===== src/design/timer_compare_consts.vh =====
// Register offset, field positions, reset values and pin-action codes of the compare status block
`ifndef TIMER_COMPARE_CONSTS_VH
`define TIMER_COMPARE_CONSTS_VH
`define STATUS_REG_OFFSET 4'h0
`define MATCH_B_BIT 7
`define MATCH_A_BIT 6
`define WRAP_BIT 5
`define RESERVED_BIT 4
`define SEL_B_HI 3
`define SEL_B_LO 2
`define SEL_A_HI 1
`define SEL_A_LO 0
`define RESERVED_READ 1'b1
`define FLAG_RESET 1'b0
`define SEL_RESET 2'h0
`define PIN_RESET 1'b0
`define COUNT_MAX 8'hFF
`define COUNT_MIN 8'h00
`define ACT_KEEP 2'h0
`define ACT_LOW 2'h1
`define ACT_HIGH 2'h2
`define ACT_TOGGLE 2'h3
`define RESP_OKAY 2'h0
`define RESP_SLVERR 2'h2
`define DATA_PAD 24'h000000
`endif


===== src/design/match_detect.v =====
// Compare-match event detector for one compare constant
`timescale 1ns/1ps
`default_nettype none
module match_detect #(
  parameter COUNT_W = 8
) (
  input wire [COUNT_W-1:0] running_count,
  input wire [COUNT_W-1:0] compare_constant,
  input wire count_step,
  output wire match_event
);
  // Qualified by the count step so a stalled counter does not toggle the pin every cycle
  assign match_event = count_step && (running_count == compare_constant);
endmodule
`default_nettype wire


===== src/design/timer_compare_status_output.v =====
// Timer compare-match status register and compare output pin, AXI4-Lite slave
// Functional notes
// - Set match flag A on count equal A
// - Clear flag A: read one, write zero
// - Set wrap flag on FF to 00
// - Clear wrap flag: read one, write zero
// - Bit 4 reads one, ignores writes
// - Match B drives pin per bits 3:2
// - Match A drives pin per bits 1:0
// - Flags and selects reset to zero, selects writable
// - Set flag B on match B, same clear
`timescale 1ns/1ps
`default_nettype none
`include "timer_compare_consts.vh"
module timer_compare_status_output #(
  parameter COUNT_W = 8,
  parameter ADDR_W = 4
) (
  input wire aclk,
  input wire aresetn,
  input wire [COUNT_W-1:0] running_count,
  input wire [COUNT_W-1:0] compare_constant_a,
  input wire [COUNT_W-1:0] compare_constant_b,
  input wire count_step,
  output reg compare_output_pin,
  input wire [ADDR_W-1:0] s_axi_awaddr,
  input wire s_axi_awvalid,
  output reg s_axi_awready,
  input wire [31:0] s_axi_wdata,
  input wire [3:0] s_axi_wstrb,
  input wire s_axi_wvalid,
  output reg s_axi_wready,
  output reg [1:0] s_axi_bresp,
  output reg s_axi_bvalid,
  input wire s_axi_bready,
  input wire [ADDR_W-1:0] s_axi_araddr,
  input wire s_axi_arvalid,
  output reg s_axi_arready,
  output reg [31:0] s_axi_rdata,
  output reg [1:0] s_axi_rresp,
  output reg s_axi_rvalid,
  input wire s_axi_rready
);
  reg match_flag_a_q;
  reg match_flag_b_q;
  reg wrap_flag_q;
  reg [1:0] out_select_a_q;
  reg [1:0] out_select_b_q;
  reg [2:0] arm_q;
  reg [COUNT_W-1:0] prev_count_q;
  reg aw_have_q;
  reg w_have_q;
  reg [ADDR_W-1:0] awaddr_q;
  reg [31:0] wdata_q;
  reg [3:0] wstrb_q;
  wire match_a;
  wire match_b;
  wire wrap_event;
  wire wr_fire;
  wire wr_hit;
  wire rd_fire;
  wire rd_hit;
  wire [7:0] status_value;
  reg pin_d;

  match_detect #(.COUNT_W(COUNT_W)) detect_a (
    .running_count(running_count),
    .compare_constant(compare_constant_a),
    .count_step(count_step),
    .match_event(match_a)
  );

  match_detect #(.COUNT_W(COUNT_W)) detect_b (
    .running_count(running_count),
    .compare_constant(compare_constant_b),
    .count_step(count_step),
    .match_event(match_b)
  );

  assign wrap_event = count_step && (prev_count_q == `COUNT_MAX) &&
                      (running_count == `COUNT_MIN);

  assign status_value = {match_flag_b_q, match_flag_a_q, wrap_flag_q, `RESERVED_READ,
                         out_select_b_q, out_select_a_q};

  assign wr_fire = aw_have_q && w_have_q && !s_axi_bvalid;
  assign wr_hit = wr_fire && (awaddr_q == `STATUS_REG_OFFSET) && wstrb_q[0];
  assign rd_fire = s_axi_arvalid && s_axi_arready;
  assign rd_hit = rd_fire && (s_axi_araddr == `STATUS_REG_OFFSET);

  // B is applied first so that A's action is applied on top of B's result when both match in the same step
  always @* begin
    pin_d = compare_output_pin;
    if (match_b) begin
      case (out_select_b_q)
        `ACT_KEEP: pin_d = pin_d;
        `ACT_LOW: pin_d = 1'b0;
        `ACT_HIGH: pin_d = 1'b1;
        `ACT_TOGGLE: pin_d = !pin_d;
        default: pin_d = pin_d;
      endcase
    end
    if (match_a) begin
      case (out_select_a_q)
        `ACT_KEEP: pin_d = pin_d;
        `ACT_LOW: pin_d = 1'b0;
        `ACT_HIGH: pin_d = 1'b1;
        `ACT_TOGGLE: pin_d = !pin_d;
        default: pin_d = pin_d;
      endcase
    end
  end

  always @(posedge aclk) begin
    if (!aresetn) begin
      prev_count_q <= `COUNT_MIN;
      compare_output_pin <= `PIN_RESET;
    end else begin
      if (count_step) begin
        prev_count_q <= running_count;
      end
      compare_output_pin <= pin_d;
    end
  end

  // Status flags: a clearing write needs an earlier read of one; set events beat the clear
  always @(posedge aclk) begin
    if (!aresetn) begin
      match_flag_a_q <= `FLAG_RESET;
      match_flag_b_q <= `FLAG_RESET;
      wrap_flag_q <= `FLAG_RESET;
      out_select_a_q <= `SEL_RESET;
      out_select_b_q <= `SEL_RESET;
      arm_q <= 3'h0;
    end else begin
      if (rd_hit) begin
        arm_q <= arm_q | {match_flag_b_q, match_flag_a_q, wrap_flag_q};
      end
      if (wr_hit) begin
        // Any write to the register with the low byte lane on consumes the arming read
        arm_q <= 3'h0;
        out_select_a_q <= wdata_q[`SEL_A_HI:`SEL_A_LO];
        out_select_b_q <= wdata_q[`SEL_B_HI:`SEL_B_LO];
        if (arm_q[2] && !wdata_q[`MATCH_B_BIT]) begin
          match_flag_b_q <= 1'b0;
        end
        if (arm_q[1] && !wdata_q[`MATCH_A_BIT]) begin
          match_flag_a_q <= 1'b0;
        end
        if (arm_q[0] && !wdata_q[`WRAP_BIT]) begin
          wrap_flag_q <= 1'b0;
        end
      end
      if (match_b) begin
        match_flag_b_q <= 1'b1;
      end
      if (match_a) begin
        match_flag_a_q <= 1'b1;
      end
      if (wrap_event) begin
        wrap_flag_q <= 1'b1;
      end
    end
  end

  // Write channels are taken independently; the response waits for both
  always @(posedge aclk) begin
    if (!aresetn) begin
      aw_have_q <= 1'b0;
      w_have_q <= 1'b0;
      awaddr_q <= {ADDR_W{1'b0}};
      wdata_q <= 32'h00000000;
      wstrb_q <= 4'h0;
      s_axi_awready <= 1'b1;
      s_axi_wready <= 1'b1;
      s_axi_bvalid <= 1'b0;
      s_axi_bresp <= `RESP_OKAY;
    end else begin
      if (s_axi_awvalid && s_axi_awready) begin
        aw_have_q <= 1'b1;
        awaddr_q <= s_axi_awaddr;
        s_axi_awready <= 1'b0;
      end
      if (s_axi_wvalid && s_axi_wready) begin
        w_have_q <= 1'b1;
        wdata_q <= s_axi_wdata;
        wstrb_q <= s_axi_wstrb;
        s_axi_wready <= 1'b0;
      end
      if (wr_fire) begin
        aw_have_q <= 1'b0;
        w_have_q <= 1'b0;
        s_axi_bvalid <= 1'b1;
        s_axi_bresp <= (awaddr_q == `STATUS_REG_OFFSET) ? `RESP_OKAY : `RESP_SLVERR;
      end
      if (s_axi_bvalid && s_axi_bready) begin
        s_axi_bvalid <= 1'b0;
        s_axi_awready <= 1'b1;
        s_axi_wready <= 1'b1;
      end
    end
  end

  always @(posedge aclk) begin
    if (!aresetn) begin
      s_axi_arready <= 1'b1;
      s_axi_rvalid <= 1'b0;
      s_axi_rdata <= 32'h00000000;
      s_axi_rresp <= `RESP_OKAY;
    end else begin
      if (rd_fire) begin
        s_axi_arready <= 1'b0;
        s_axi_rvalid <= 1'b1;
        s_axi_rdata <= rd_hit ? {`DATA_PAD, status_value} : 32'h00000000;
        s_axi_rresp <= rd_hit ? `RESP_OKAY : `RESP_SLVERR;
      end
      if (s_axi_rvalid && s_axi_rready) begin
        s_axi_rvalid <= 1'b0;
        s_axi_arready <= 1'b1;
      end
    end
  end
endmodule
`default_nettype wire


===== config.mk =====
export PLATFORM = sky130hd
export DESIGN_NAME = timer_compare_status_output
export DESIGN_NICKNAME = d
export VERILOG_FILES = /design/src/design/match_detect.v /design/src/design/timer_compare_status_output.v
export VERILOG_INCLUDE_DIRS = /design/src /design/src/design
export SDC_FILE = /design/constraint.sdc
export NUM_CORES = 1
export LEC_CHECK = 0
export BUFFER_PORTS_ARGS = -buffer_cell sky130_fd_sc_hd__buf_2
export CAP_MARGIN = 10
export CELL_PAD_IN_SITES_DETAIL_PLACEMENT = 1
export CELL_PAD_IN_SITES_GLOBAL_PLACEMENT = 2
export CORE_MARGIN = 2
export CORE_UTILIZATION = 27
export CTS_BUF_LIST = sky130_fd_sc_hd__clkbuf_8
export CTS_CLUSTER_DIAMETER = 150
export DETAILED_ROUTE_END_ITERATION = 6
export PLACE_DENSITY = 0.86
export SKIP_LAST_GASP = 1
export SLEW_MARGIN = 20
export SYNTH_ARGS = -nofsm -noshare
export SYNTH_HDL_FRONTEND = slang
export SYNTH_HIERARCHICAL = 1
export SYNTH_SLANG_ARGS = --single-unit

===== constraint.sdc =====
create_clock -name aclk -period 2.01 [get_ports aclk]
set_input_delay 0.5025 -clock aclk [delete_from_list [all_inputs] [get_ports aclk]]
set_output_delay 0.5025 -clock aclk [all_outputs]
set_load 0.01 [all_outputs]

==> results of run 1 <==
## state kept, by name, indices dropped and copies added (netlist names)
signal,flops
s_axi_arready,1
prev_count_q,8
s_axi_rvalid,1
s_axi_bvalid,1
s_axi_wready,1
awaddr_q,4
arm_q,3
s_axi_awready,1
s_axi_bresp,1
w_have_q,1
compare_output_pin,1
wdata_q,7
wstrb_q,1
s_axi_rresp,1
aw_have_q,1
match_flag_b_q,1
s_axi_rdata,8
wrap_flag_q,1
match_flag_a_q,1
out_select_b_q,2
out_select_a_q,2
## final cells by class
| class | instances | area [µm²] |
|---|---|---|
| Clock inverter | 2 | 8.76 |
| Clock buffer | 5 | 68.8 |
| Multi-Input combinational cell | 193 | 1110 |
| Tap cell | 105 | 131 |
| Inverter | 5 | 18.8 |
| Sequential cell | 48 | 961 |
| Fill cell | 990 | 5480 |
| Timing Repair Buffer | 67 | 358 |
## cell families (layout without fill, tap and decap cells)
group / count (synthesis) / after routing / share of synthesized area
other: 1 / 26 / 0.00168
xor gates and xnor gates: 16 / 16 / 0.0626
buffers and inverters: 42 / 79 / 0.119
AOI/OAI and AO/OA: 49 / 49 / 0.122
and+or+nand+nor: 93 / 93 / 0.224
muxes: 9 / 9 / 0.0408
DFF: 48 / 48 / 0.430
## per-layer routing
metal / wire, µm / part of all wire
met4: 81 / 0.015
met3: 235 / 0.044
met2: 2640 / 0.49
met5: 0 / 0
met1: 2390 / 0.45
## critical path, cell delays in order
cell	delay [ps]
sky130_fd_sc_hd__buf_2	130
sky130_fd_sc_hd__xnor2_1	160
sky130_fd_sc_hd__nand3_1	120
sky130_fd_sc_hd__nor3_2	280
sky130_fd_sc_hd__a21oi_1	130
sky130_fd_sc_hd__o311a_1	360
## final timing paths
kind | to | cells after the start
max | compare_output_pin | 6
min | match_flag_a_q | 1
max reg2reg | match_flag_a_q | 3
min reg2reg | match_flag_a_q | 1
## where the power goes
part	internal [mW]	switching, mW
clock network	0.232	0.294
logic	0.112	0.155
registers	0.987	0.0291
total	1.33	0.478
## cells in the mapped netlist, drive strengths merged, types with 2 or more instances
| master | instances |
|---|---|
| nand4 | 7 |
| buf | 29 |
| clkbuf | 8 |
| nor4 | 3 |
| a21oi | 31 |
| nand2 | 30 |
| mux2i | 8 |
| nor3 | 6 |
| o31ai | 4 |
| o21ai | 6 |
| nor2 | 14 |
| dfxtp | 48 |
| inv | 5 |
| nand2b | 2 |
| and4b | 2 |
| nand3 | 21 |
| xnor2 | 16 |
| a31oi | 4 |
==> results.txt, run 1 <==
----------------------------------------------------
[Clock network]
  Maximum clock path buffer count ... 2
  Quantity of gates resized following cts ... 0
  Max H-tree Level ... 2
  Buffer type at the clock tree root ... sky130_fd_sc_hd__clkbuf_8
  Register clock-pin slew on the reported worst setup and hold paths ... 80 ps
  Clock tree from TritonCTS ... built
  Cts bufs inserted ... 5
  Clock net sink count ... 48
  Cts-stage hold buffer count ... 0
  Buffers inserted during post-CTS setup optimization ... 0
  Skew-Pair Late Insertion Delay ... 290 ps

[Worst setup path]
  CP Max Fanout ... 4
  Worst Path Required ... 2190 ps
  Slack of the worst reg-to-reg path ... 600 ps
  Arrival @ worst endpoint ... 1680 ps
  Type of element launching the critical path ... input pin
  Crit Path Category ... input pin to flip-flop
  Origin of the worst setup path ... running_count[7]
  Critical Path Sink Type ... flip-flop
  Startpoint of the most critical register-to-register path ... awaddr_q[0]

[Timing]
  Worst relative slew slack ... 0.664
  Final worst clock skew ... 4.37 ps
  Crit share post-route ... 0.748
  Setup TNS ... 0 ps
  Final-report hold violation count ... 0
  Unrepaired setup endpoints after global routing ... false
  Worst Hold Margin ... 449 ps
  PnR worst setup slack ... 507 ps
  Worst-margin pin slew ... 504 ps
  Maximum clock frequency ... 665 MHz
  Final setup fails ... 0
  Final period demand of the worst path ... 1500 ps
  Final-report max-slew violation count ... 0

[Global route]
  Vias in the first global route ... 1920
  Antenna violations before repair ... 0
  Global-route track usage on met1 ... 0.155
  GRT Util Overall ... 0.127
  Layer with the highest usage after global routing ... met2
  First-pass GRT wire length ... 8960 µm
  Pin count of the biggest net entering global routing ... 28
  Met2 Usage GRT ... 0.213
  Grt total ovfl ... 0
  Met3 capacity usage during global routing ... 0.0348

[Final layout]
  Final design utilization ... 0.327
  Final net count ... 396
  Ratio of cells with drive above 1 in the final layout ... 0.256
  Top library cells by usage in the layout, fill and taps aside ... 63 x sky130_fd_sc_hd__buf_2, 48 x sky130_fd_sc_hd__dfxtp_1, 31 x sky130_fd_sc_hd__a21oi_1
  Synthesis-to-layout area growth ... 18.8%
  Number of standard cells in the final layout excluding fillers ... 425
  Diode count ... 0
  Final standard cell area without fillers ... 0.00266 mm²
  Most common cell after layout, fill and taps aside ... sky130_fd_sc_hd__buf_2

[Yosys]
  Dominant synthesized flop cell ... sky130_fd_sc_hd__dfxtp_1
  Top-area cell type share of the netlist area ... 0.430
  Count of state elements after synthesis ... 48
  FFs w/ async S/R, synth ... 0
  Cell type with the highest aggregate area in the netlist ... sky130_fd_sc_hd__dfxtp_1
  Top area cells in the synthesized netlist ... sky130_fd_sc_hd__dfxtp_1 43%, sky130_fd_sc_hd__buf_4 8.7%, sky130_fd_sc_hd__a21oi_1 6.9%
  Number of flops mapped to enable cells by yosys ... 0
  Warnings from Yosys ... 6
  Mapped Cells ... 258
  Count of different cell masters after synthesis ... 37
  Netlist Area Pre-Place ... 0.00224 mm²
  Fraction of the yosys area taken by sequential cells ... 0.430
  Post-synthesis area per instance ... 8.67 µm²

[Placed design]
  Post-detail-place hpwl ... 4180 µm
  Post-placement cell area ... 0.00258 mm²
  Final weighted congestion of routability-driven global placement ... 0.736
  Number of placed instances, taps included ... 418
  Number of buffers inserted by port buffering ... 63
  Pre-CTS setup slack ... 181 ps

[Worst hold path]
  Worst min-delay path class ... flip-flop to flip-flop
  Launch instance of the worst min-delay path ... arm_q[1]

[Die]
  Starting utilization of the core area ... 0.275
  Cell row count ... 33
  # IOs ... 118
  Die area ... 0.00903 mm²
  Die height ... 95.0 µm
  Die Span X ... 95.0 µm
  Core outline area ... 0.00813 mm²

[Route]
  Antenna Violating Nets Remaining ... 0
  WL final ... 5340 µm
  Final routed DRC violation total ... 0
  Via density ... 4.56
  DR iter-0 viols ... 59
  Wire per inst ... 12.6 µm
  Via total after detailed routing ... 1937
  Number of search-and-repair iterations in the first detailed-routing pass ... 4

[Power]
  Worst voltage drop across the vdd grid ... 230 µV
  Overall power ... 1.81 mW
  Total power density per cell area ... 681 mW/mm²
  Leakage power ... 1.12 nW

[Run status]
  Outcome ... complete, no violations

[Job]
  Max-cap violation count ... 0

----------------------------------------------------
Power figures use the tool's default switching activity.
==> run 2, diff against run 1 <==
--- a/config.mk
+++ b/config.mk
@@ -11,11 +11,11 @@
 export CELL_PAD_IN_SITES_DETAIL_PLACEMENT = 1
 export CELL_PAD_IN_SITES_GLOBAL_PLACEMENT = 2
 export CORE_MARGIN = 2
-export CORE_UTILIZATION = 27
+export CORE_UTILIZATION = 25
 export CTS_BUF_LIST = sky130_fd_sc_hd__clkbuf_8
 export CTS_CLUSTER_DIAMETER = 150
 export DETAILED_ROUTE_END_ITERATION = 6
-export PLACE_DENSITY = 0.86
+export PLACE_DENSITY = 0.81
 export SKIP_LAST_GASP = 1
 export SLEW_MARGIN = 20
 export SYNTH_ARGS = -nofsm -noshare
==> constraint.sdc (replaced) <==
create_clock -name aclk -period 1.4 [get_ports aclk]
set_input_delay 0.35 -clock aclk [delete_from_list [all_inputs] [get_ports aclk]]
set_output_delay 0.35 -clock aclk [all_outputs]
set_load 0.01 [all_outputs]
==> results.txt, run 2 (synthesis gave the netlist of run 1 again) <==
----------------------------------------------------
[Global route]
  Grt total ovfl ... 0 (unchanged)
  Antenna violations before repair ... 0 (unchanged)
  Pin count of the biggest net entering global routing ... 26 (-7.1%)
  GRT Util Overall ... 0.123 (-0.00399)
  Vias in the first global route ... 2021 (+5.3%)
  First-pass GRT wire length ... 9770 µm (+9.1%)

[Placed design]
  Final weighted congestion of routability-driven global placement ... 0.756 (+2.7%)
  Number of buffers inserted by port buffering ... 63 (unchanged)
  Post-detail-place hpwl ... 4600 µm (+10%)
  Number of placed instances, taps included ... 438 (+4.8%)

[Clock network]
  Cts bufs inserted ... 5 (unchanged)
  Buffer type at the clock tree root ... sky130_fd_sc_hd__clkbuf_8
  Cts-stage hold buffer count ... 0 (unchanged)
  Clock tree from TritonCTS ... built
  Maximum clock path buffer count ... 2 (unchanged)
  Max H-tree Level ... 2 (unchanged)
  Skew-Pair Late Insertion Delay ... 300 ps (about the same)
  Clock net sink count ... 48 (unchanged)
  Register clock-pin slew on the reported worst setup and hold paths ... 80 ps (about the same)

[Worst setup path]
  Critical-path cell list ... or4_4 > nor4_2 > o22ai_1
  Crit Path Category ... flip-flop to flip-flop
  Arrival @ worst endpoint ... 1570 ps (-110 ps)
  Length in cells of the worst reg-to-reg path ... 3 (unchanged)
  Critical path buffer and inverter count ... 0 (-1)
  Slowest Stage Delay on Critical Path ... 590 ps (+230 ps)
  Type of element launching the critical path ... flip-flop
  Slack of the worst reg-to-reg path ... 20 ps (-580 ps)
  Critical Path Sink Type ... flip-flop
  CP Max Fanout ... 6 (+2)
  Worst Path Required ... 1590 ps (-600 ps)
  Slowest-stage cell, CP ... sky130_fd_sc_hd__or4_4
  Startpoint of the most critical register-to-register path ... awaddr_q[0]
  Origin of the worst setup path ... awaddr_q[0]
  Crit Reg-Reg Endpoint ... wrap_flag_q
  CP delay by family, top ... simple AND/OR/NAND/NOR gates

[Die]
  Starting utilization of the core area ... 0.258 (-0.0172)
  Die height ... 98.6 µm (+3.8%)
  # IOs ... 118 (unchanged)
  Die Span X ... 98.6 µm (+3.8%)
  Die area ... 0.00972 mm² (+7.7%)
  Core outline area ... 0.00868 mm² (+6.7%)
  Cell row count ... 34 (+3.0%)

[Final layout]
  Ratio of cells with drive above 1 in the final layout ... 0.302 (+0.0455)
  Number of standard cells in the final layout excluding fillers ... 446 (+4.9%)
  Final net count ... 413 (+4.3%)
  Diode count ... 0 (unchanged)
  Largest registers ... prev_count_q x8, s_axi_rdata x8, wdata_q x7
  Top library cells by usage in the layout, fill and taps aside ... 63 x sky130_fd_sc_hd__buf_2, 46 x sky130_fd_sc_hd__dfxtp_1, 31 x sky130_fd_sc_hd__a21oi_1
  Synthesis-to-layout area growth ... 26.1%
  Most common cell after layout, fill and taps aside ... sky130_fd_sc_hd__buf_2

[Route]
  DR iter-0 viols ... 62 (+5.1%)
  Final routed DRC violation total ... 0 (unchanged)
  WL final ... 5750 µm (+7.6%)
  Via density ... 4.49 (-1.6%)
  Number of search-and-repair iterations in the first detailed-routing pass ... 3 (-1)
  Via total after detailed routing ... 2001 (+3.3%)
  Antenna Violating Nets Remaining ... 0 (unchanged)
  Wire per inst ... 12.9 µm (+2.5%)

[Run status]
  Outcome ... complete, no violations

[Timing]
  Final-report hold violation count ... 0 (unchanged)
  Crit share post-route ... 0.988
  Setup TNS ... 0 ps (unchanged)
  Unrepaired setup endpoints after global routing ... true
  Final setup fails ... 0 (unchanged)
  Maximum clock frequency ... 723 MHz
  Final period demand of the worst path ... 1380 ps
  Final worst clock skew ... 3.42 ps (-0.949 ps)
  Final-report max-slew violation count ... 0 (unchanged)

[Worst hold path]
  Launch instance of the worst min-delay path ... s_axi_rready
  Count of cells along the worst hold path ... 2 (+1)
  Endpoint, Worst Hold ... s_axi_arready
  Worst min-delay path class ... input pin to flip-flop

[Power]
  Total power density per cell area ... 1010 mW/mm² (+49%)
  Leakage power ... 1.22 nW (+8.8%)
  Worst voltage drop across the vdd grid ... 348 µV (+52%)

[Job]
  Max-cap violation count ... 0 (unchanged)

----------------------------------------------------
==> run 2: metrics by stage <==
stage | hold WS (ps) | util | power [mW] | setup slack, ps | instance area, µm²
6_report | 289 | 0.325 | 2.86 | 17.1 | 2820
5_1_grt | 283 | 0.325 | 3.01 | -85.4 | 2820
4_1_cts | 280 | 0.325 | 2.89 | -3.40 | 2820
3_5_place_dp | 440 | 0.312 | 1.92 | -211 | 2710
3_3_place_gp | 425 | 0.312 | 1.90 | -175 | 2710
2_1_floorplan | 414 | - | 1.78 | 28.1 | 2330
==> run 2: per-layer routing <==
metal  up-vias  share of wire  global-route usage  wire, µm
met5         -              0                   0         0
met4         0          0.015              0.0432        89
met1       946           0.45               0.157      2600
li1       1003              -                   -         -
met2        45           0.49               0.207      2820
met3         7          0.042              0.0248       241
==> run 2: timing repair <==
item / 4_1_cts / 5_1_grt
setup endpoints to repair: 1 / 11
resized for setup: 0 / 2
gates cloned: 0 / 0
buffers inserted: 0 / 0
pin swaps: 0 / 1
==> run 2: worst max path at each step <==
stage,cells past startpoint,slack [ps],to
3_5_place_dp,7,-210,compare_output_pin
3_3_place_gp,7,-180,compare_output_pin
6_report,3,20,wrap_flag_q
4_1_cts,3,-3,wrap_flag_q
5_1_grt,3,-90,match_flag_a_q
2_1_floorplan,4,30,wrap_flag_q
==> run 2: power by group <==
part	internal [mW]	leakage [nW]	switching [mW]	total, mW
sequential	1.42	0.392	0.0398	1.46
clock	0.523	0.0593	0.448	0.971
combinational	0.192	0.767	0.235	0.427
total	2.13	1.22	0.723	2.86
==> run 2: final cells by class <==
type / count / area [µm²]
tap: 108 / 135
multi-input combinational: 193 / 1110
clock inverter: 3 / 38.8
fill: 1103 / 5860
sequential: 48 / 963
timing repair buffer: 84 / 485
clock buffer: 5 / 68.8
inverter: 5 / 18.8
